==> config.mk <==
export PLATFORM = sky130hd
export DESIGN_NAME = sgs_selector
export DESIGN_NICKNAME = d
export VERILOG_FILES = /design/src/sgs_pkg.sv /design/src/sgs_selector.sv
export SDC_FILE = /design/constraint.sdc
export NUM_CORES = 1
export LEC_CHECK = 0
export CORE_AREA = 3 3 261 327
export CTS_BUF_LIST = sky130_fd_sc_hd__clkbuf_16
export CTS_CLUSTER_SIZE = 10
export DETAILED_ROUTE_END_ITERATION = 7
export DIE_AREA = 0 0 264 330
export DONT_BUFFER_PORTS = 1
export GPL_ROUTABILITY_DRIVEN = 1
export SYNTH_ARGS = -nofsm -noshare
export SYNTH_HDL_FRONTEND = slang
export SYNTH_SLANG_ARGS = --single-unit
==> constraint.sdc <==
create_clock -name aclk -period 18.1 [get_ports aclk]
set_input_delay 3.62 -clock aclk [delete_from_list [all_inputs] [get_ports aclk]]
set_output_delay 3.62 -clock aclk [all_outputs]
set_load 0.005 [all_outputs]
==> src/sgs_pkg.sv <==
// constants, register map and carrier types of the servo gain group selector
// Functional notes
// - feedforward source codes: none, internal, external
// - feedforward gain 0..1000 in 0.1 percent
// - feedforward filter time 0..6400, default zero
// - input function: p/pi toggle or set toggle
// - codes 0 and 1 fix set one/two
// - code 2 follows gain select input
// - position code 3 compares torque command
// - position code 5 compares speed command
// - position code 6 compares position deviation
// - position code 7 follows position command activity
// - position code 8 follows positioning completion
// - position code 9 compares speed feedback
// - position code 10 needs command zero, speed low
// - position delay default 50, levels to 20000
// - speed code 3 compares torque command
// - speed code 4 compares speed command change
// - speed code 5 compares speed command
// - speed mode own delay, level, hysteresis
// - torque code 3 compares torque command
// - torque mode own settings, codes 0..3
// - observer cutoff 0..500, default 100, restart
// - observer inertia default 1000, 1024 recommended
package sgs_pkg;
  localparam logic [7:0] OFS_SOURCE = 8'h00;
  localparam logic [7:0] OFS_FF_GAIN = 8'h04;
  localparam logic [7:0] OFS_FF_FILT = 8'h08;
  localparam logic [7:0] OFS_IN_FUNC = 8'h0c;
  localparam logic [7:0] OFS_POS_MODE = 8'h10;
  localparam logic [7:0] OFS_POS_DLY = 8'h14;
  localparam logic [7:0] OFS_POS_LVL = 8'h18;
  localparam logic [7:0] OFS_POS_HYS = 8'h1c;
  localparam logic [7:0] OFS_POS_TIME = 8'h20;
  localparam logic [7:0] OFS_SPD_MODE = 8'h24;
  localparam logic [7:0] OFS_SPD_DLY = 8'h28;
  localparam logic [7:0] OFS_SPD_LVL = 8'h2c;
  localparam logic [7:0] OFS_SPD_HYS = 8'h30;
  localparam logic [7:0] OFS_TRQ_MODE = 8'h34;
  localparam logic [7:0] OFS_TRQ_DLY = 8'h38;
  localparam logic [7:0] OFS_TRQ_LVL = 8'h3c;
  localparam logic [7:0] OFS_TRQ_HYS = 8'h40;
  localparam logic [7:0] OFS_OBS_MODE = 8'h44;
  localparam logic [7:0] OFS_OBS_CUT = 8'h48;
  localparam logic [7:0] OFS_OBS_PH = 8'h4c;
  localparam logic [7:0] OFS_OBS_INR = 8'h50;
  localparam logic [7:0] OFS_STATUS = 8'h54;
  localparam logic [7:0] OFS_RESTART = 8'h58;
  localparam int NREG = 21;
  localparam logic [15:0] RST_POS_DLY = 16'h0032;
  localparam logic [15:0] RST_POS_LVL = 16'h0032;
  localparam logic [15:0] RST_POS_HYS = 16'h0021;
  localparam logic [15:0] RST_POS_TIME = 16'h0021;
  localparam logic [15:0] RST_OBS_CUT = 16'h0064;
  localparam logic [15:0] RST_OBS_INR = 16'h03e8;
  localparam logic [15:0] MAX_FF_GAIN = 16'h03e8;
  localparam logic [15:0] MAX_FF_FILT = 16'h1900;
  localparam logic [15:0] MAX_DLY = 16'h03e8;
  localparam logic [15:0] MAX_LVL = 16'h4e20;
  localparam logic [15:0] MAX_CUT = 16'h01f4;
  localparam logic [15:0] MAX_INR = 16'h2710;
  localparam logic [15:0] MAX_POS_MODE = 16'h000a;
  localparam logic [15:0] MAX_SPD_MODE = 16'h0005;
  localparam logic [15:0] MAX_TRQ_MODE = 16'h0003;
  localparam logic [15:0] MAX_SOURCE = 16'h0002;
  localparam logic [15:0] MAX_OBS_MODE = 16'h0002;
  // delay tick: 0.1 ms at 50 MHz
  localparam int CLK_HZ = 50000000;
  localparam int TICK_US = 100;
  localparam logic [12:0] TICK_CYC = 13'(CLK_HZ / 1000000 * TICK_US);
  localparam logic [1:0] FF_NONE = 2'h0;
  localparam logic [1:0] FF_INTERNAL = 2'h1;
  localparam logic [1:0] FF_EXTERNAL = 2'h2;
  localparam logic [3:0] SW_FIX1 = 4'h0;
  localparam logic [3:0] SW_FIX2 = 4'h1;
  localparam logic [3:0] SW_INPUT = 4'h2;
  localparam logic [3:0] SW_TORQUE = 4'h3;
  localparam logic [3:0] SW_SPD_CHG = 4'h4;
  localparam logic [3:0] SW_SPD_CMD = 4'h5;
  localparam logic [3:0] SW_DEVIATION = 4'h6;
  localparam logic [3:0] SW_POS_CMD = 4'h7;
  localparam logic [3:0] SW_INPOS = 4'h8;
  localparam logic [3:0] SW_SPD_FB = 4'h9;
  localparam logic [3:0] SW_POS_SPD = 4'ha;
  typedef enum logic [1:0] {CTL_POSITION, CTL_SPEED, CTL_TORQUE} sgs_ctl_mode_t;
  typedef struct packed {
    logic [15:0] torque_cmd;
    logic [15:0] speed_cmd;
    logic [15:0] speed_cmd_change;
    logic [15:0] position_dev;
    logic [15:0] speed_fb;
    logic pos_cmd_active;
    logic positioning_done;
    logic gain_sel_in;
  } sgs_monitor_t;
  typedef struct packed {
    logic gain_set2;
    logic speed_p_only;
    logic [1:0] ff_source;
    logic [15:0] ff_gain;
    logic [15:0] ff_filter_time;
    logic [15:0] ff_external;
  } sgs_gain_out_t;
  typedef struct packed {
    logic [1:0] mode;
    logic [15:0] cutoff;
    logic [15:0] phase_comp;
    logic [15:0] inertia;
  } sgs_observer_t;
endpackage

==> src/sgs_selector.sv <==
// servo gain group selector with axi4-lite register slave
//
// Implementation choices: register access over AXI4-Lite and the register addresses.
`timescale 1ns/1ns
module sgs_selector (
  input wire logic aclk,
  input wire logic aresetn,
  input wire logic [31:0] s_axi_awaddr,
  input wire logic s_axi_awvalid,
  output logic s_axi_awready,
  input wire logic [31:0] s_axi_wdata,
  input wire logic [3:0] s_axi_wstrb,
  input wire logic s_axi_wvalid,
  output logic s_axi_wready,
  output logic [1:0] s_axi_bresp,
  output logic s_axi_bvalid,
  input wire logic s_axi_bready,
  input wire logic [31:0] s_axi_araddr,
  input wire logic s_axi_arvalid,
  output logic s_axi_arready,
  output logic [31:0] s_axi_rdata,
  output logic [1:0] s_axi_rresp,
  output logic s_axi_rvalid,
  input wire logic s_axi_rready,
  input wire sgs_pkg::sgs_ctl_mode_t ctl_mode,
  input wire logic cycle_strobe,
  input wire sgs_pkg::sgs_monitor_t mon,
  input wire logic [15:0] external_torque_ff_input,
  output sgs_pkg::sgs_gain_out_t gain_out,
  output sgs_pkg::sgs_observer_t observer_out
);
  import sgs_pkg::*;

  logic [15:0] regs_reg [NREG];
  sgs_observer_t obs_live_reg;
  logic restart_req;
  // write channel
  logic aw_held_reg, w_held_reg;
  logic [7:0] aw_addr_reg;
  logic [31:0] w_data_reg;
  logic [3:0] w_strb_reg;
  wire wr_fire = aw_held_reg && w_held_reg && !s_axi_bvalid;
  wire wr_ok = (aw_addr_reg[1:0] == 2'b00) && (aw_addr_reg <= OFS_RESTART);
  wire [4:0] wr_idx = aw_addr_reg[6:2];
  wire [15:0] wr_val = {w_strb_reg[1] ? w_data_reg[15:8] : regs_reg[wr_idx][15:8],
                        w_strb_reg[0] ? w_data_reg[7:0] : regs_reg[wr_idx][7:0]};

  always_ff @(posedge aclk) begin
    if (!aresetn) begin
      aw_held_reg <= 1'b0;
      w_held_reg <= 1'b0;
      aw_addr_reg <= 8'h00;
      w_data_reg <= 32'h0000_0000;
      w_strb_reg <= 4'h0;
      s_axi_bvalid <= 1'b0;
      s_axi_bresp <= 2'b00;
    end else begin
      if (s_axi_awvalid && s_axi_awready) begin
        aw_held_reg <= 1'b1;
        aw_addr_reg <= (s_axi_awaddr[31:8] == 24'h00_0000) ? s_axi_awaddr[7:0] : 8'hff;
      end
      if (s_axi_wvalid && s_axi_wready) begin
        w_held_reg <= 1'b1;
        w_data_reg <= s_axi_wdata;
        w_strb_reg <= s_axi_wstrb;
      end
      if (wr_fire) begin
        aw_held_reg <= 1'b0;
        w_held_reg <= 1'b0;
        s_axi_bvalid <= 1'b1;
        s_axi_bresp <= wr_ok ? 2'b00 : 2'b10;
      end else if (s_axi_bvalid && s_axi_bready) begin
        s_axi_bvalid <= 1'b0;
      end
    end
  end
  assign s_axi_awready = !aw_held_reg && !s_axi_bvalid;
  assign s_axi_wready = !w_held_reg && !s_axi_bvalid;

  // per-register limit; out-of-range writes saturate
  function automatic logic [15:0] reg_max(input int i);
    logic [7:0] a;
    a = 8'(i * 4);
    if (a == OFS_SOURCE) return MAX_SOURCE;
    else if (a == OFS_FF_GAIN) return MAX_FF_GAIN;
    else if (a == OFS_FF_FILT) return MAX_FF_FILT;
    else if (a == OFS_IN_FUNC) return 16'h0001;
    else if (a == OFS_POS_MODE) return MAX_POS_MODE;
    else if (a == OFS_SPD_MODE) return MAX_SPD_MODE;
    else if (a == OFS_TRQ_MODE) return MAX_TRQ_MODE;
    else if (a == OFS_POS_DLY || a == OFS_SPD_DLY || a == OFS_TRQ_DLY) return MAX_DLY;
    else if (a == OFS_POS_TIME) return MAX_DLY;
    else if (a == OFS_OBS_MODE) return MAX_OBS_MODE;
    else if (a == OFS_OBS_CUT) return MAX_CUT;
    else if (a == OFS_OBS_PH || a == OFS_OBS_INR) return MAX_INR;
    else return MAX_LVL;
  endfunction

  function automatic logic [15:0] reg_rst(input int i);
    logic [7:0] a;
    a = 8'(i * 4);
    if (a == OFS_POS_DLY) return RST_POS_DLY;
    else if (a == OFS_POS_LVL) return RST_POS_LVL;
    else if (a == OFS_POS_HYS) return RST_POS_HYS;
    else if (a == OFS_POS_TIME) return RST_POS_TIME;
    else if (a == OFS_OBS_CUT) return RST_OBS_CUT;
    else if (a == OFS_OBS_INR) return RST_OBS_INR;
    else return 16'h0000;
  endfunction

  genvar gi;
  generate
    for (gi = 0; gi < NREG; gi++) begin : g_reg
      wire hit = wr_fire && wr_ok && (wr_idx == 5'(gi));
      always_ff @(posedge aclk) begin
        if (!aresetn) begin
          regs_reg[gi] <= reg_rst(gi);
        end else if (hit) begin
          regs_reg[gi] <= (wr_val > reg_max(gi)) ? reg_max(gi) : wr_val;
        end
      end
    end
  endgenerate
  assign restart_req = wr_fire && (aw_addr_reg == OFS_RESTART) && w_strb_reg[0] && w_data_reg[0];

  // register fields
  wire [1:0] ff_src = regs_reg[OFS_SOURCE[6:2]][1:0];
  wire in_func = regs_reg[OFS_IN_FUNC[6:2]][0];
  wire [3:0] pos_mode = regs_reg[OFS_POS_MODE[6:2]][3:0];
  wire [3:0] spd_mode = regs_reg[OFS_SPD_MODE[6:2]][3:0];
  wire [3:0] trq_mode = regs_reg[OFS_TRQ_MODE[6:2]][3:0];

  // only the active mode's selector counts
  logic [3:0] act_mode;
  logic [15:0] act_dly, act_lvl, act_hys;
  assign act_mode = (ctl_mode == CTL_SPEED) ? spd_mode :
                    (ctl_mode == CTL_TORQUE) ? trq_mode : pos_mode;
  assign act_dly = (ctl_mode == CTL_SPEED) ? regs_reg[OFS_SPD_DLY[6:2]] :
                   (ctl_mode == CTL_TORQUE) ? regs_reg[OFS_TRQ_DLY[6:2]] :
                   regs_reg[OFS_POS_DLY[6:2]];
  assign act_lvl = (ctl_mode == CTL_SPEED) ? regs_reg[OFS_SPD_LVL[6:2]] :
                   (ctl_mode == CTL_TORQUE) ? regs_reg[OFS_TRQ_LVL[6:2]] :
                   regs_reg[OFS_POS_LVL[6:2]];
  assign act_hys = (ctl_mode == CTL_SPEED) ? regs_reg[OFS_SPD_HYS[6:2]] :
                   (ctl_mode == CTL_TORQUE) ? regs_reg[OFS_TRQ_HYS[6:2]] :
                   regs_reg[OFS_POS_HYS[6:2]];

  // monitored quantity per code; codes not offered in a mode fall back to set 1
  logic [15:0] quantity;
  logic threshold_code;
  assign quantity = (act_mode == SW_TORQUE) ? mon.torque_cmd :
                    (act_mode == SW_SPD_CHG) ? mon.speed_cmd_change :
                    (act_mode == SW_SPD_CMD) ? mon.speed_cmd :
                    (act_mode == SW_DEVIATION) ? mon.position_dev :
                    mon.speed_fb;
  assign threshold_code = (act_mode == SW_TORQUE) || (act_mode == SW_SPD_CMD) ||
                          (ctl_mode == CTL_SPEED && act_mode == SW_SPD_CHG) ||
                          (ctl_mode == CTL_POSITION && (act_mode == SW_DEVIATION ||
                           act_mode == SW_SPD_FB));

  wire [16:0] hi_thr = {1'b0, act_lvl} + {1'b0, act_hys};
  wire [16:0] lo_thr = (act_hys > act_lvl) ? 17'h0_0000 : {1'b0, act_lvl - act_hys};
  wire above = {1'b0, quantity} > hi_thr;
  wire below = {1'b0, quantity} < lo_thr;

  // demand for set 2 and condition for starting the return delay
  logic want2, may_return;
  always_comb begin
    want2 = 1'b0;
    may_return = 1'b0;
    if (threshold_code) begin
      want2 = above;
      may_return = below;
    end else if (ctl_mode == CTL_POSITION && act_mode == SW_POS_CMD) begin
      want2 = mon.pos_cmd_active;
      may_return = !mon.pos_cmd_active;
    end else if (ctl_mode == CTL_POSITION && act_mode == SW_INPOS) begin
      want2 = !mon.positioning_done;
      may_return = mon.positioning_done;
    end else if (ctl_mode == CTL_POSITION && act_mode == SW_POS_SPD) begin
      want2 = mon.pos_cmd_active;
      may_return = !mon.pos_cmd_active && (mon.speed_fb < act_lvl);
    end
  end

  // 0.1 ms tick divider for the return delay
  logic [12:0] tick_cnt_reg;
  wire tick = (tick_cnt_reg == TICK_CYC - 13'h0001);
  always_ff @(posedge aclk) begin
    if (!aresetn) tick_cnt_reg <= 13'h0000;
    else tick_cnt_reg <= tick ? 13'h0000 : tick_cnt_reg + 13'h0001;
  end

  logic set2_reg, set2_next;
  logic pi_p_reg, pi_p_next;
  logic [15:0] dly_cnt_reg, dly_cnt_next;
  wire dynamic = (act_mode >= SW_TORQUE);
  // codes with a return delay; any other code above 2 falls back to set 1
  wire timed = threshold_code || (ctl_mode == CTL_POSITION &&
               (act_mode == SW_POS_CMD || act_mode == SW_INPOS || act_mode == SW_POS_SPD));
  always_comb begin
    set2_next = set2_reg;
    dly_cnt_next = dly_cnt_reg;
    pi_p_next = 1'b0;
    if (act_mode == SW_FIX1) begin
      set2_next = 1'b0;
    end else if (act_mode == SW_FIX2) begin
      set2_next = 1'b1;
    end else if (act_mode == SW_INPUT) begin
      set2_next = in_func && mon.gain_sel_in;
      pi_p_next = !in_func && mon.gain_sel_in;
    end else if (!timed) begin
      set2_next = 1'b0;
    end else if (want2) begin
      set2_next = 1'b1;
      dly_cnt_next = 16'h0000;
    end else if (set2_reg && may_return) begin
      // held in set 2 until the whole delay has elapsed
      if (dly_cnt_reg >= act_dly) begin
        set2_next = 1'b0;
        dly_cnt_next = 16'h0000;
      end else if (tick) begin
        dly_cnt_next = dly_cnt_reg + 16'h0001;
      end
    end else begin
      dly_cnt_next = 16'h0000;
    end
  end

  // set 2 and p-only update once per control cycle; the delay count also on ticks for codes 3 and up
  always_ff @(posedge aclk) begin
    if (!aresetn) begin
      set2_reg <= 1'b0;
      pi_p_reg <= 1'b0;
      dly_cnt_reg <= 16'h0000;
    end else if (cycle_strobe || (dynamic && tick)) begin
      set2_reg <= cycle_strobe ? set2_next : set2_reg;
      pi_p_reg <= cycle_strobe ? pi_p_next : pi_p_reg;
      dly_cnt_reg <= dly_cnt_next;
    end
  end

  // feedforward and observer outputs
  always_ff @(posedge aclk) begin
    if (!aresetn) begin
      gain_out <= '0;
      obs_live_reg <= '0;
      obs_live_reg.cutoff <= RST_OBS_CUT;
      obs_live_reg.inertia <= RST_OBS_INR;
    end else begin
      gain_out.gain_set2 <= set2_next && cycle_strobe ? 1'b1 :
                            (cycle_strobe ? set2_next : set2_reg);
      gain_out.speed_p_only <= cycle_strobe ? pi_p_next : pi_p_reg;
      gain_out.ff_source <= ff_src;
      gain_out.ff_gain <= (ff_src == FF_NONE) ? 16'h0000 : regs_reg[OFS_FF_GAIN[6:2]];
      gain_out.ff_filter_time <= regs_reg[OFS_FF_FILT[6:2]];
      gain_out.ff_external <= (ff_src == FF_EXTERNAL) ? external_torque_ff_input
                                                      : 16'h0000;
      obs_live_reg.phase_comp <= regs_reg[OFS_OBS_PH[6:2]];
      // cutoff, inertia and mode take effect only on restart
      if (restart_req) begin
        obs_live_reg.mode <= regs_reg[OFS_OBS_MODE[6:2]][1:0];
        obs_live_reg.cutoff <= regs_reg[OFS_OBS_CUT[6:2]];
        obs_live_reg.inertia <= regs_reg[OFS_OBS_INR[6:2]];
      end
    end
  end
  assign observer_out = obs_live_reg;

  // read channel, one cycle answer
  wire [7:0] ra = s_axi_araddr[7:0];
  wire rd_ok = (s_axi_araddr[31:8] == 24'h00_0000) && (ra[1:0] == 2'b00) && (ra <= OFS_RESTART);
  wire [31:0] rd_val = (ra == OFS_STATUS) ?
                       {16'h0000, dly_cnt_reg[11:0], pi_p_reg, 2'b00, set2_reg} :
                       (ra == OFS_RESTART) ? 32'h0000_0000 : {16'h0000, regs_reg[ra[6:2]]};
  assign s_axi_arready = !s_axi_rvalid;
  always_ff @(posedge aclk) begin
    if (!aresetn) begin
      s_axi_rvalid <= 1'b0;
      s_axi_rdata <= 32'h0000_0000;
      s_axi_rresp <= 2'b00;
    end else if (s_axi_arvalid && s_axi_arready) begin
      s_axi_rvalid <= 1'b1;
      s_axi_rdata <= rd_ok ? rd_val : 32'h0000_0000;
      s_axi_rresp <= rd_ok ? 2'b00 : 2'b10;
    end else if (s_axi_rready) begin
      s_axi_rvalid <= 1'b0;
    end
  end

  a_fix_one: assert property (@(posedge aclk) disable iff (!aresetn)
    cycle_strobe && act_mode == SW_FIX1 |=> !set2_reg) else $error("fixed set 1 not held");
  a_fix_two: assert property (@(posedge aclk) disable iff (!aresetn)
    cycle_strobe && act_mode == SW_FIX2 |=> set2_reg) else $error("fixed set 2 not held");
  a_input_set: assert property (@(posedge aclk) disable iff (!aresetn)
    cycle_strobe && act_mode == SW_INPUT |=> set2_reg == $past(in_func && mon.gain_sel_in))
    else $error("input select wrong");
  a_input_pi: assert property (@(posedge aclk) disable iff (!aresetn)
    cycle_strobe && act_mode == SW_INPUT && !in_func |=> !set2_reg && pi_p_reg == $past(mon.gain_sel_in))
    else $error("p/pi toggle wrong");
  a_enter_two: assert property (@(posedge aclk) disable iff (!aresetn)
    cycle_strobe && threshold_code && above |=> set2_reg) else $error("set 2 not entered");
  a_hold_hyst: assert property (@(posedge aclk) disable iff (!aresetn)
    cycle_strobe && set2_reg && threshold_code && !below |=> set2_reg)
    else $error("left set 2 inside band");
  a_src_none: assert property (@(posedge aclk) disable iff (!aresetn)
    ff_src == FF_NONE |=> gain_out.ff_gain == 16'h0000 && gain_out.ff_external == 16'h0000)
    else $error("feedforward active with none");
  a_cut_restart: assert property (@(posedge aclk) disable iff (!aresetn)
    !restart_req |=> $stable(obs_live_reg.cutoff)) else $error("cutoff changed without restart");
  a_delay_hold: assert property (@(posedge aclk) disable iff (!aresetn)
    $fell(set2_reg) |-> $past(dly_cnt_reg >= act_dly) || $past(!timed))
    else $error("early return");
endmodule

Yosys cells after proc, flatten, opt, wreduce, memory -nomap -nowiden
Memory sizes are Yosys's and may differ from the RTL's. A register that Yosys moved wholly into a read port is not among the register bits. Cells that the tools add are included.

Order comparisons: 18. Div/mod/pow operators: 0. Reduce and logical (&&, ||, !) cells: 83. Multiplexer cells: 147. $add $sub $neg: 4. $mul: 0. Eq/ne operators: 38. Bitwise logic cells: 25. Shift-type cells: 0.

Operator list (number): two-way mux 16 bit (49); two-way mux 1 bit (89); logical AND 1 bit (48); zero test 24 bit (2); == test 5 x 4 -> 1 bit (second input constant) (8); > comparator 16 x 2 -> 1 bit (second input constant) (2); less-than comparator 16 bit (2); == test 5 bit (second input constant) (5); == test 8 x 7 -> 1 bit (second input constant) (3); two-way mux 8 bit (3); bitwise OR 1 bit (21); == test 5 x 3 -> 1 bit (second input constant) (4); adder 16 x 16 -> 17 bit (1); > comparator 16 x 17 -> 1 bit (1); adder 16 x 1 -> 16 bit (second input constant) (1); == test 4 x 3 -> 1 bit (second input constant) (4); greater-or-equal comparator 16 bit (1); > comparator 16 x 1 -> 1 bit (second input constant) (1); > comparator 16 x 10 -> 1 bit (second input constant) (1); > comparator 16 x 13 -> 1 bit (second input constant) (1); > comparator 16 x 14 -> 1 bit (second input constant) (1); > comparator 16 x 15 -> 1 bit (second input constant) (1); > comparator 16 bit (1); > comparator 16 x 3 -> 1 bit (second input constant) (1); other kinds (28) (64).

Bits of input ports: 209. Register bits: 117. Bits in writable memories: 336. Memories: 1. Latch bits: 0. ROM bits: 0.

Memories: regs_reg (words 21, bits a word 16, rd ports 22, clocked after memory_dff 7, write ports 21, RTL line sgs_selector.sv:34) `logic [15:0] regs_reg [NREG];`.

Logic depth before layout (Yosys ltp)
Gate-level depths: netlist of run 1.

Depth in word-level cells: 19. Depth in mapped cells: 29.

Worst setup path after synthesis of run 1
Ideal clock, no wire load.

Path type: input to register. Start: input port ctl_mode[0]. End: register dly_cnt_reg[12]. Setup time: 0.072 ns. Arrival time: 9.132 ns. Stages on the path: 27. Required time: 18.028 ns. Setup slack: 8.896 ns. Cell sequence: buf_2 > clkbuf_1 > nand2b_1 > clkbuf_1 > buf_1 > o22a_1 > o21ai_0 > inv_1 > ha_1 > nand2b_1 > a221o_1 > a21oi_1 > a211oi_1 > a21oi_1 > clkbuf_1 > nand2_1 > ha_1 > a21o_1 > a21o_1 > a21o_1 > a21oi_1 > o211ai_1 > and2_1 > nor4_1 > clkbuf_1 > a21oi_1 > mux2i_1.

Longest elaborated chain between the ends: 13. Elaborated cells between the ends (all ways): 68.

RTL lines: start, declared (RTL line sgs_selector.sv:25) `input wire sgs_pkg::sgs_ctl_mode_t ctl_mode,`; branches (longest 13 deep; another with subtractor 16 bit); end signal, assigned (RTL line sgs_selector.sv:239) `dly_cnt_reg <= dly_cnt_next;`; end, declared (RTL line sgs_selector.sv:196) `logic [15:0] dly_cnt_reg, dly_cnt_next;`.

Several ways; the timed one is not identified. A chain may end at the register's enable or synchronous reset.

Worst setup path in the final report of run 1
Start: input port ctl_mode[0]. End: register dly_cnt_reg[0].

The elaborated chain is that of the path after synthesis.

==> results.sh, run 1 <==
export IMPL_outcome="finished with violations"
export IMPL_violations="DRC"
export IMPL_clk_latency_ps=650
export IMPL_worstMarginPinSlew_ps=1210
export IMPL_routed_wl_mm=103
export IMPL_final_core_util=0.388
export IMPL_cts_resized=0
export IMPL_ys_types=83
export IMPL_dp_hpwl_mm=73.3
export IMPL_synth_seq_area_share=0.479
export IMPL_drive_above_1_share=0.138
export IMPL_top_usage_layer="met2"
export IMPL_finClkSkew_ps=37.6
export IMPL_max_cap_viol_count=0
export IMPL_layout_area_seq_um2=13800
export IMPL_synth_top_area_share=0.350
export IMPL_h_tree_depth=2
export IMPL_largest_reg_flops=336
export IMPL_detail_route_wl_per_cell_um=27.4
export IMPL_whs_path_depth=1
export IMPL_vdd_drop_max_mv=0.0801
export IMPL_fp_row_count=118
export IMPL_syn_to_final_growth_pct=11.4
export IMPL_hold_path_class="register to register"
export IMPL_synth_top_flop_cell="edfxtp_1"
export IMPL_post_route_drc_count=1
export IMPL_grt_setup_unrepaired="false"
export IMPL_cts_root_buf="clkbuf_16"
export IMPL_globalRoute_totalOverflow=0
export IMPL_slew_headroom=0.192
export IMPL_grt_pass1_vias=21200
export IMPL_cts_sinks=522
export IMPL_initial_core_util=0.349
export IMPL_cts_hold_buf=0
export IMPL_period_share=0.503
export IMPL_synth_edf_count=336
export IMPL_synthCells=2532
export IMPL_cts_tree="done"
export IMPL_yosys_top_cells_area="edfxtp_1 (35%), mux4_2 (15%), dfxtp_1 (13%)"
export IMPL_p_per_area_nw_per_um2=95.0
export IMPL_yosysWarnings=0
export IMPL_setup_viol=0
export IMPL_finalInstanceArea_um2=32100
export IMPL_grt_pass1_wl_mm=146
export IMPL_report_power_total_uw=3050
export IMPL_p_leak_uw=0.0117
export IMPL_synth_avg_cell_area_um2=11.4
export IMPL_finalHoldViolCount=0
export IMPL_clk_pin_slew_worst_paths_ps=60
export IMPL_multi_input_area_um2=14600
export IMPL_gr_usage_met1=0.282
export IMPL_grt_use_total=0.228
export IMPL_cts_buffers=59
export IMPL_end_kind="register"
export IMPL_worstPathMaxFanout=43
export IMPL_dr_first_iter_drc_count=2434
export IMPL_ys_ff_latch=522
export IMPL_grt_util_met2=0.371
export IMPL_post_cts_buffers=0
export IMPL_hp_start="tick_cnt_reg[0]$_SDFF_PP0_"
export IMPL_report_final_slew_viol_count=0
export IMPL_drt_pass1_iterations=8
export IMPL_synth_top_area_cell="edfxtp_1"
export IMPL_fin_setup_tns_ps=0
export IMPL_viasPerCell=5.79
export IMPL_gpl_final_weighted_congestion=0.987
export IMPL_ff2ff_path_depth=23
export IMPL_arrival_ps=9630
export IMPL_fin_crit_ps=9100
export IMPL_port_buffers=0
export IMPL_dieWidth_um=264
export IMPL_nNetsFinal=2924
export IMPL_r2r_end="dly_cnt_reg[0]$_SDFFE_PN0P_"
export IMPL_grt_max_degree=87
export IMPL_path_class="input port to register"
export IMPL_clock_path_buffers=3
export IMPL_max_freq_mhz=110
export IMPL_fillers=7979
export IMPL_critPathLaunchType="input port"
export IMPL_r2r_start="regs_reg[6][1]$_SDFFCE_PN1P_"
export IMPL_r2r_slack_ps=12150
export IMPL_die_h_um=330
export IMPL_io_pin_count=352
export IMPL_grt_use_met3=0.0498
export IMPL_via_count=21700
export IMPL_required_ps=18630
export IMPL_antenna_found_initial=2
export IMPL_min_to="tick_cnt_reg[0]$_SDFF_PP0_"
export IMPL_syn_area_um2=28800
export IMPL_ys_async_sr_fraction=0
export IMPL_fp_coreArea_um2=82700
export IMPL_ant_nets=0
export IMPL_holdWs_ps=454
export IMPL_dieArea_um2=87100
export IMPL_place_area_um2=30400
[cell usage after synthesis (all sizes together), types with 32 or more instances]
library cell  instances
a211oi               33
a21oi               171
and2                 59
buf                  60
clkbuf              111
dfxtp               186
edfxtp              336
ha                   96
inv                  67
mux2i                65
mux4                192
nand2               227
nand3                57
nor2                331
nor2b                36
nor4                 32
o21ai                89
o22a                 36
[worst max-delay path, cell delays in order]
cell and delay (ps):
xor2_4 160, buf_4 280, o21ai_0 790, inv_1 290, ha_1 390, a21o_1 160
a21oi_1 230, o21bai_1 90, a21oi_1 310, o21ai_0 160, a21oi_1 300, o21bai_1 120
a21oi_1 180, xnor2_1 100, ha_1 300, nand3_1 70, nor2_1 120, and3_1 200
o21ai_0 90, o211a_1 220, o31ai_1 580, nor4_2 100, buf_4 240, and2_1 170
mux2_2 260
[report_power, final]
group          switching [µW]  leakage [µW]  internal (µW)  total (µW)
Combinational             368       0.00592            236         604
Sequential               49.6       0.00485           1310        1360
Clock                     490      0.000968            594        1080
[cell usage in the layout (no fill, tap or decap), drive strengths merged, types with 65 or more instances in the layout]
master / count
edfxtp: 336
nor2: 331
nand2: 227
mux4: 192
dfxtp: 186
a21oi: 171
conb: 150
inv: 107
ha: 96
o21ai: 89
mux2i: 65
[worst max-delay path by stage]
| stage | startpoint | endpoint | slack, ps | depth (start not counted) |
|---|---|---|---|---|
| after floorplan | ctl_mode[0] | dly_cnt_reg[12]$_SDFFE_PN0P_ | 8900 | 27 |
| after global placement | ctl_mode[0] | dly_cnt_reg[0]$_SDFFE_PN0P_ | 8540 | 25 |
| after detailed placement | ctl_mode[0] | dly_cnt_reg[0]$_SDFFE_PN0P_ | 8510 | 25 |
| after CTS | ctl_mode[0] | dly_cnt_reg[0]$_SDFFE_PN0P_ | 9180 | 25 |
| after global routing | ctl_mode[0] | dly_cnt_reg[0]$_SDFFE_PN0P_ | 8750 | 25 |
| final | ctl_mode[0] | dly_cnt_reg[0]$_SDFFE_PN0P_ | 9000 | 25 |
[cell families (layout without fill, tap and decap cells)]
kind of cell	after synthesis	in the layout	synth area share
and+or+nand+nor	884	884	0.142
DFF	522	522	0.479
AOI/OAI and AO/OA	483	483	0.111
muxes	269	269	0.177
buffers and inverters	238	217	0.0362
adders and majority gates	98	98	0.0431
xor gates and xnor gates	37	37	0.0112
other	1	152	0.000130
[layer usage]
metal	up-vias	part of all wire
li1	9506	-
met1	10700	0.37
met2	1167	0.47
met3	263	0.096
met4	0	0.065
met5	-	0
[metrics by stage]
step	worst slack (ps)	instances
global route	8750	3741
detailed placement	8510	3636
finish	9000	3742
global placement	8540	3636
CTS	9180	3740
floorplan	8900	2681
[area by class of cell]
| class | count | share of cell area |
|---|---|---|
| flip-flops and latches | 522 | 0.430 |
| inverters | 67 | 0.00783 |
| multi-input cells | 1921 | 0.456 |
| repair buffers | 46 | 0.0108 |
| clock buffers | 60 | 0.0468 |
| diodes | 2 | 0.000156 |
| well taps | 1080 | 0.0421 |
| clock inverters | 44 | 0.00635 |
Note: power is estimated with default switching activity, not from simulation.
==> inputs of run 2 (changes only) <==
==> constraint.sdc (replaced) <==
create_clock -name aclk -period 9.2 [get_ports aclk]
set_input_delay 1.84 -clock aclk [delete_from_list [all_inputs] [get_ports aclk]]
set_output_delay 1.84 -clock aclk [all_outputs]
set_load 0.005 [all_outputs]
==> run 2 against run 1 <==
Against the previous run:
- the flow now finishes without violations
- clock skew grew 23 ps
- combinational power grew 99%
- critical endpoint is now dly_cnt_reg[5]$_SDFFE_PN0P_
- die area is the same
- total power grew 99%
- global-route usage is essentially flat
- clock-buffer cell count grew 1
- highest routed layer is now met5
- sequential cell count is the same
- utilization grew 0.15 points
==> results.sh, run 2 (same netlist as run 1, synthesis figures left out) <==
export IMPL_fp_coreArea_um2=82700
export IMPL_ant_nets=0
export IMPL_fp_row_count=118
export IMPL_fin_crit_ps=7310
export IMPL_slew_headroom=0.220
export IMPL_dieArea_um2=87100
export IMPL_hold_path_class="register to register"
export IMPL_largest_reg_flops=336
export IMPL_worstMarginPinSlew_ps=1160
export IMPL_globalRoute_totalOverflow=0
export IMPL_report_final_slew_viol_count=0
export IMPL_timing_final_ws_setup_ps=1890
export IMPL_dr_first_iter_drc_count=2168
export IMPL_clk_pin_slew_worst_paths_ps=60
export IMPL_io_pin_count=352
export IMPL_drive_above_1_share=0.141
export IMPL_clk_latency_ps=650
export IMPL_fin_setup_tns_ps=0
export IMPL_p_per_area_nw_per_um2=188
export IMPL_cts_tree="done"
export IMPL_finClkSkew_ps=60.2
export IMPL_path_class="input port to register"
export IMPL_antennaDiodeCount=0
export IMPL_detail_route_wl_per_cell_um=27.4
export IMPL_viasPerCell=5.78
export IMPL_vdd_drop_max_mv=0.144
export IMPL_p_leak_uw=0.0118
export IMPL_final_common_cell="edfxtp_1"
export IMPL_outcome="completed"
export IMPL_ff2ff_path_depth=25
export IMPL_finalHoldViolCount=0
export IMPL_routed_wl_mm=103
export IMPL_cts_sinks=522
export IMPL_port_buffers=0
export IMPL_antenna_found_initial=2
export IMPL_via_count=21700
export IMPL_max_cap_viol_count=0
export IMPL_grt_setup_unrepaired="false"
export IMPL_end_kind="register"
export IMPL_die_h_um=330
export IMPL_gpl_final_weighted_congestion=0.995
export IMPL_cts_root_buf="clkbuf_16"
export IMPL_crit_slowest_cell="nor4_2"
export IMPL_required_ps=9770
export IMPL_layout_common_cells="edfxtp_1 (336), nor2_1 (329), nand2_1 (227)"
export IMPL_period_share=0.794
export IMPL_clock_path_buffers=3
export IMPL_max_freq_mhz=137
export IMPL_h_tree_depth=2
export IMPL_crit_path_max_incr_delay_ps=820
export IMPL_setup_viol=0
export IMPL_dp_slack_ps=1350
export IMPL_dieWidth_um=264
export IMPL_worstPathMaxFanout=40
export IMPL_grt_pass1_vias=21000
export IMPL_post_route_drc_count=0
export IMPL_cts_resized=0
export IMPL_post_cts_buffers=0
export IMPL_cts_hold_buf=0
export IMPL_dp_hpwl_mm=74.1
export IMPL_cts_buffers=60
export IMPL_syn_to_final_growth_pct=11.8
export IMPL_drt_pass1_iterations=8
export IMPL_grt_pass1_wl_mm=146
export IMPL_grt_use_total=0.228
export IMPL_grt_max_degree=87
export IMPL_nNetsFinal=2934
export IMPL_critPathLaunchType="input port"
export IMPL_initial_core_util=0.349
export IMPL_arrival_ps=7870
export IMPL_whs_path_depth=2
[run 2: through the flow]
stage | total power, µW | cell area (µm²) | hold slack (ps) | util | cells
2_1_floorplan | 3530 | 29400 | 418 | - | 2681
3_3_place_gp | 3900 | 30500 | 433 | 0.368 | 3645
3_5_place_dp | 3900 | 30500 | 452 | 0.368 | 3645
4_1_cts | 6070 | 32200 | 462 | 0.390 | 3755
5_1_grt | 6280 | 32200 | 476 | 0.390 | 3755
6_report | 6060 | 32200 | 457 | 0.390 | 3755
[run 2: power breakdown]
| group | internal, µW | switching, µW |
|---|---|---|
| sequential | 2580 | 92.5 |
| combinational | 467 | 730 |
| clock | 1210 | 970 |
| total | 4260 | 1790 |
[run 2: routing by layer]
layer / track usage / share of wire / routed length (µm)
met1: 0.280 / 0.36 / 37400
met2: 0.377 / 0.47 / 48800
met3: 0.0495 / 0.10 / 10300
met4: 0.121 / 0.062 / 6340
met5: 0 / 0.00013 / 13
[run 2: path summary, 6_finish.rpt]
check                                 from                          end  slack, ps
min            w_data_reg[15]$_SDFFE_PN0P_  w_data_reg[15]$_SDFFE_PN0P_        460
min reg2reg    w_data_reg[15]$_SDFFE_PN0P_  w_data_reg[15]$_SDFFE_PN0P_        460
max                            ctl_mode[0]  dly_cnt_reg[5]$_SDFFE_PN0P_       1890
max reg2reg  regs_reg[11][1]$_SDFFCE_PN0P_  dly_cnt_reg[5]$_SDFFE_PN0P_       3240
[run 2: layout make-up]
type | count | area [µm²]
Fill cell | 8014 | 50400
Multi-Input combinational cell | 1921 | 14600
Sequential cell | 522 | 13800
Clock buffer | 61 | 1530
Tap cell | 1080 | 1350
Timing Repair Buffer | 55 | 413
Inverter | 67 | 251
Clock inverter | 49 | 246
[run 2: critical path: cells and delay by family]
kind | cells | cell delay [ps]
and+or+nand+nor | 7 | 2100
AOI/OAI and AO/OA | 9 | 1870
buffers and inverters | 5 | 1100
adders and majority gates | 2 | 690
xor gates and xnor gates | 1 | 130
muxes | 1 | 130
==> inputs of run 3 (changes only) <==
==> constraint.sdc (replaced) <==
create_clock -name aclk -period 7.6 [get_ports aclk]
set_input_delay 1.52 -clock aclk [delete_from_list [all_inputs] [get_ports aclk]]
set_output_delay 1.52 -clock aclk [all_outputs]
set_load 0.005 [all_outputs]
==> run 3 against run 2 <==
Against the previous run:
- final cell count increased by 0.43%
- critical path depth is 1 lower
- sequential share of layout area shrank 0.20 points
- largest cell class unchanged
- highest routed layer is now met4
==> results.sh, run 3 (same netlist as run 1, synthesis figures left out) <==
export IMPL_globalRoute_totalOverflow=0
export IMPL_dieWidth_um=264
export IMPL_hold_path_class="register to register"
export IMPL_end_kind="register"
export IMPL_report_final_slew_viol_count=0
export IMPL_port_buffers=0
export IMPL_r2r_slack_ps=2160
export IMPL_max_freq_mhz=157
export IMPL_place_area_um2=30600
export IMPL_post_route_drc_count=0
export IMPL_p_per_area_nw_per_um2=226
export IMPL_detail_route_wl_per_cell_um=27.2
export IMPL_cts_resized=0
export IMPL_die_h_um=330
export IMPL_power_frac_clock=0.356
export IMPL_grt_max_degree=87
export IMPL_nNetsFinal=2950
export IMPL_fp_row_count=118
export IMPL_p_sw_frac=0.296
export IMPL_final_common_cell="edfxtp_1"
export IMPL_h_tree_depth=2
export IMPL_max_cap_viol_count=0
export IMPL_outcome="completed"
export IMPL_hp_start="tick_cnt_reg[0]$_SDFF_PP0_"
export IMPL_worstMarginPinSlew_ps=1180
export IMPL_initial_core_util=0.349
export IMPL_cts_hold_buf=0
export IMPL_viasPerCell=5.77
export IMPL_post_cts_buffers=0
export IMPL_fp_coreArea_um2=82700
export IMPL_drive_above_1_share=0.147
export IMPL_gpl_final_weighted_congestion=0.955
export IMPL_ff2ff_path_depth=11
export IMPL_io_pin_count=352
export IMPL_final_core_util=0.392
export IMPL_routed_wl_mm=102
export IMPL_seqPwrFrac=0.444
export IMPL_comb_power_share=0.200
export IMPL_layout_common_cells="edfxtp_1 (336), nor2_1 (329), nand2_1 (227)"
export IMPL_whs_path_depth=1
export IMPL_clk_latency_ps=660
export IMPL_p_leak_uw=0.0119
export IMPL_largest_reg_flops=336
export IMPL_min_to="tick_cnt_reg[0]$_SDFF_PP0_"
export IMPL_finalHoldViolCount=0
export IMPL_clock_path_buffers=3
export IMPL_arrival_ps=6950
export IMPL_dieArea_um2=87100
export IMPL_p_int_uw=5150
export IMPL_vdd_drop_max_mv=0.184
export IMPL_period_share=0.837
export IMPL_ant_nets=0
export IMPL_r2r_end="regs_reg[0][0]$_SDFFCE_PN0P_"
export IMPL_required_ps=8190
export IMPL_switching_power_uw=2160
export IMPL_grt_use_total=0.228
export IMPL_setup_viol=0
export IMPL_antenna_found_initial=1
export IMPL_dp_hpwl_mm=74.6
export IMPL_worstPathMaxFanout=42
export IMPL_via_count=21700
export IMPL_clk_pin_slew_worst_paths_ps=60
export IMPL_slew_headroom=0.208
export IMPL_critPathLaunchType="input port"
export IMPL_cts_tree="done"
export IMPL_finalInstanceArea_um2=32400
export IMPL_grt_setup_unrepaired="false"
export IMPL_path_class="input port to register"
export IMPL_drt_pass1_iterations=8
export IMPL_grt_pass1_wl_mm=146
export IMPL_syn_to_final_growth_pct=12.3
export IMPL_cts_buffers=60
export IMPL_grt_pass1_vias=21100
export IMPL_cts_root_buf="clkbuf_16"
export IMPL_dr_first_iter_drc_count=2366
export IMPL_timing_final_ws_setup_ps=1240
export IMPL_finClkSkew_ps=35.4
export IMPL_dp_slack_ps=576
export IMPL_cts_sinks=522
export IMPL_fin_setup_tns_ps=0
export IMPL_fin_crit_ps=6360
run 3: cell count changes in the layout (fill, tap and decap cells not counted), moves of 2 or more:
| cell | delta |
|---|---|
| buf_12 | +3 |
| buf_4 | +13 |
| diode_2 | +2 |
| inv_1 | -3 |
| inv_2 | +2 |
run 3: layer usage:
metal | GRT usage | share of wire | up-vias
met5 | 0 | 0 | -
met4 | 0.134 | 0.066 | 0
met3 | 0.0448 | 0.086 | 248
met2 | 0.375 | 0.48 | 1109
met1 | 0.280 | 0.37 | 10800
li1 | - | - | 9559
run 3: metrics by stage:
stage / instances / hold WS [ps] / power [µW]
after floorplan: 2681 / 418 / 4270
after global placement: 3661 / 433 / 4730
after detailed placement: 3661 / 439 / 4750
after CTS: 3769 / 451 / 7340
after global routing: 3770 / 481 / 7590
final: 3771 / 444 / 7310
run 3: how the worst max path moves through the flow:
| stage | start | endpoint | slack [ps] | cells after the start |
|---|---|---|---|---|
| 2_1_floorplan | ctl_mode[0] | dly_cnt_reg[12]$_SDFFE_PN0P_ | 500 | 27 |
| 3_3_place_gp | ctl_mode[1] | dly_cnt_reg[13]$_SDFFE_PN0P_ | 610 | 24 |
| 3_5_place_dp | ctl_mode[1] | dly_cnt_reg[13]$_SDFFE_PN0P_ | 580 | 24 |
| 4_1_cts | ctl_mode[1] | dly_cnt_reg[13]$_SDFFE_PN0P_ | 1260 | 24 |
| 5_1_grt | ctl_mode[1] | dly_cnt_reg[12]$_SDFFE_PN0P_ | 810 | 25 |
| 6_report | ctl_mode[1] | dly_cnt_reg[13]$_SDFFE_PN0P_ | 1240 | 24 |
run 3: worst max-delay path, cell delays in order:
cell      delay (ps)
nand2b_1         290
buf_4            450
o22a_1           200
o21a_1           270
ha_1             310
o21ba_2          220
o21bai_1         190
a21oi_1          120
o21ai_0          250
a31oi_1          160
o21ai_0          290
and2_1           190
xnor2_1          110
nand2_1           80
ha_1             310
a41oi_1          220
a21oi_1           90
nor3_1           200
o211ai_1         160
and2_1           220
nor4_2           560
buf_4            290
nand3_1           80
mux2i_1          130
run 3: final cells by class:
type | count | area (µm²)
Inverter | 67 | 251
Clock buffer | 61 | 1530
Tap cell | 1080 | 1350
Clock inverter | 47 | 224
Sequential cell | 522 | 13800
Multi-Input combinational cell | 1921 | 14600
Fill cell | 8057 | 50300
Timing Repair Buffer | 71 | 571
Antenna cell | 2 | 5.00
run 3: power by group through the flow:
stage	registers [µW]	clock network (µW)	logic (µW)
2_1_floorplan	3230	0	1040
3_3_place_gp	3300	0	1430
3_5_place_dp	3300	0	1440
4_1_cts	3240	2650	1450
5_1_grt	3260	2760	1580
6_report	3250	2600	1460
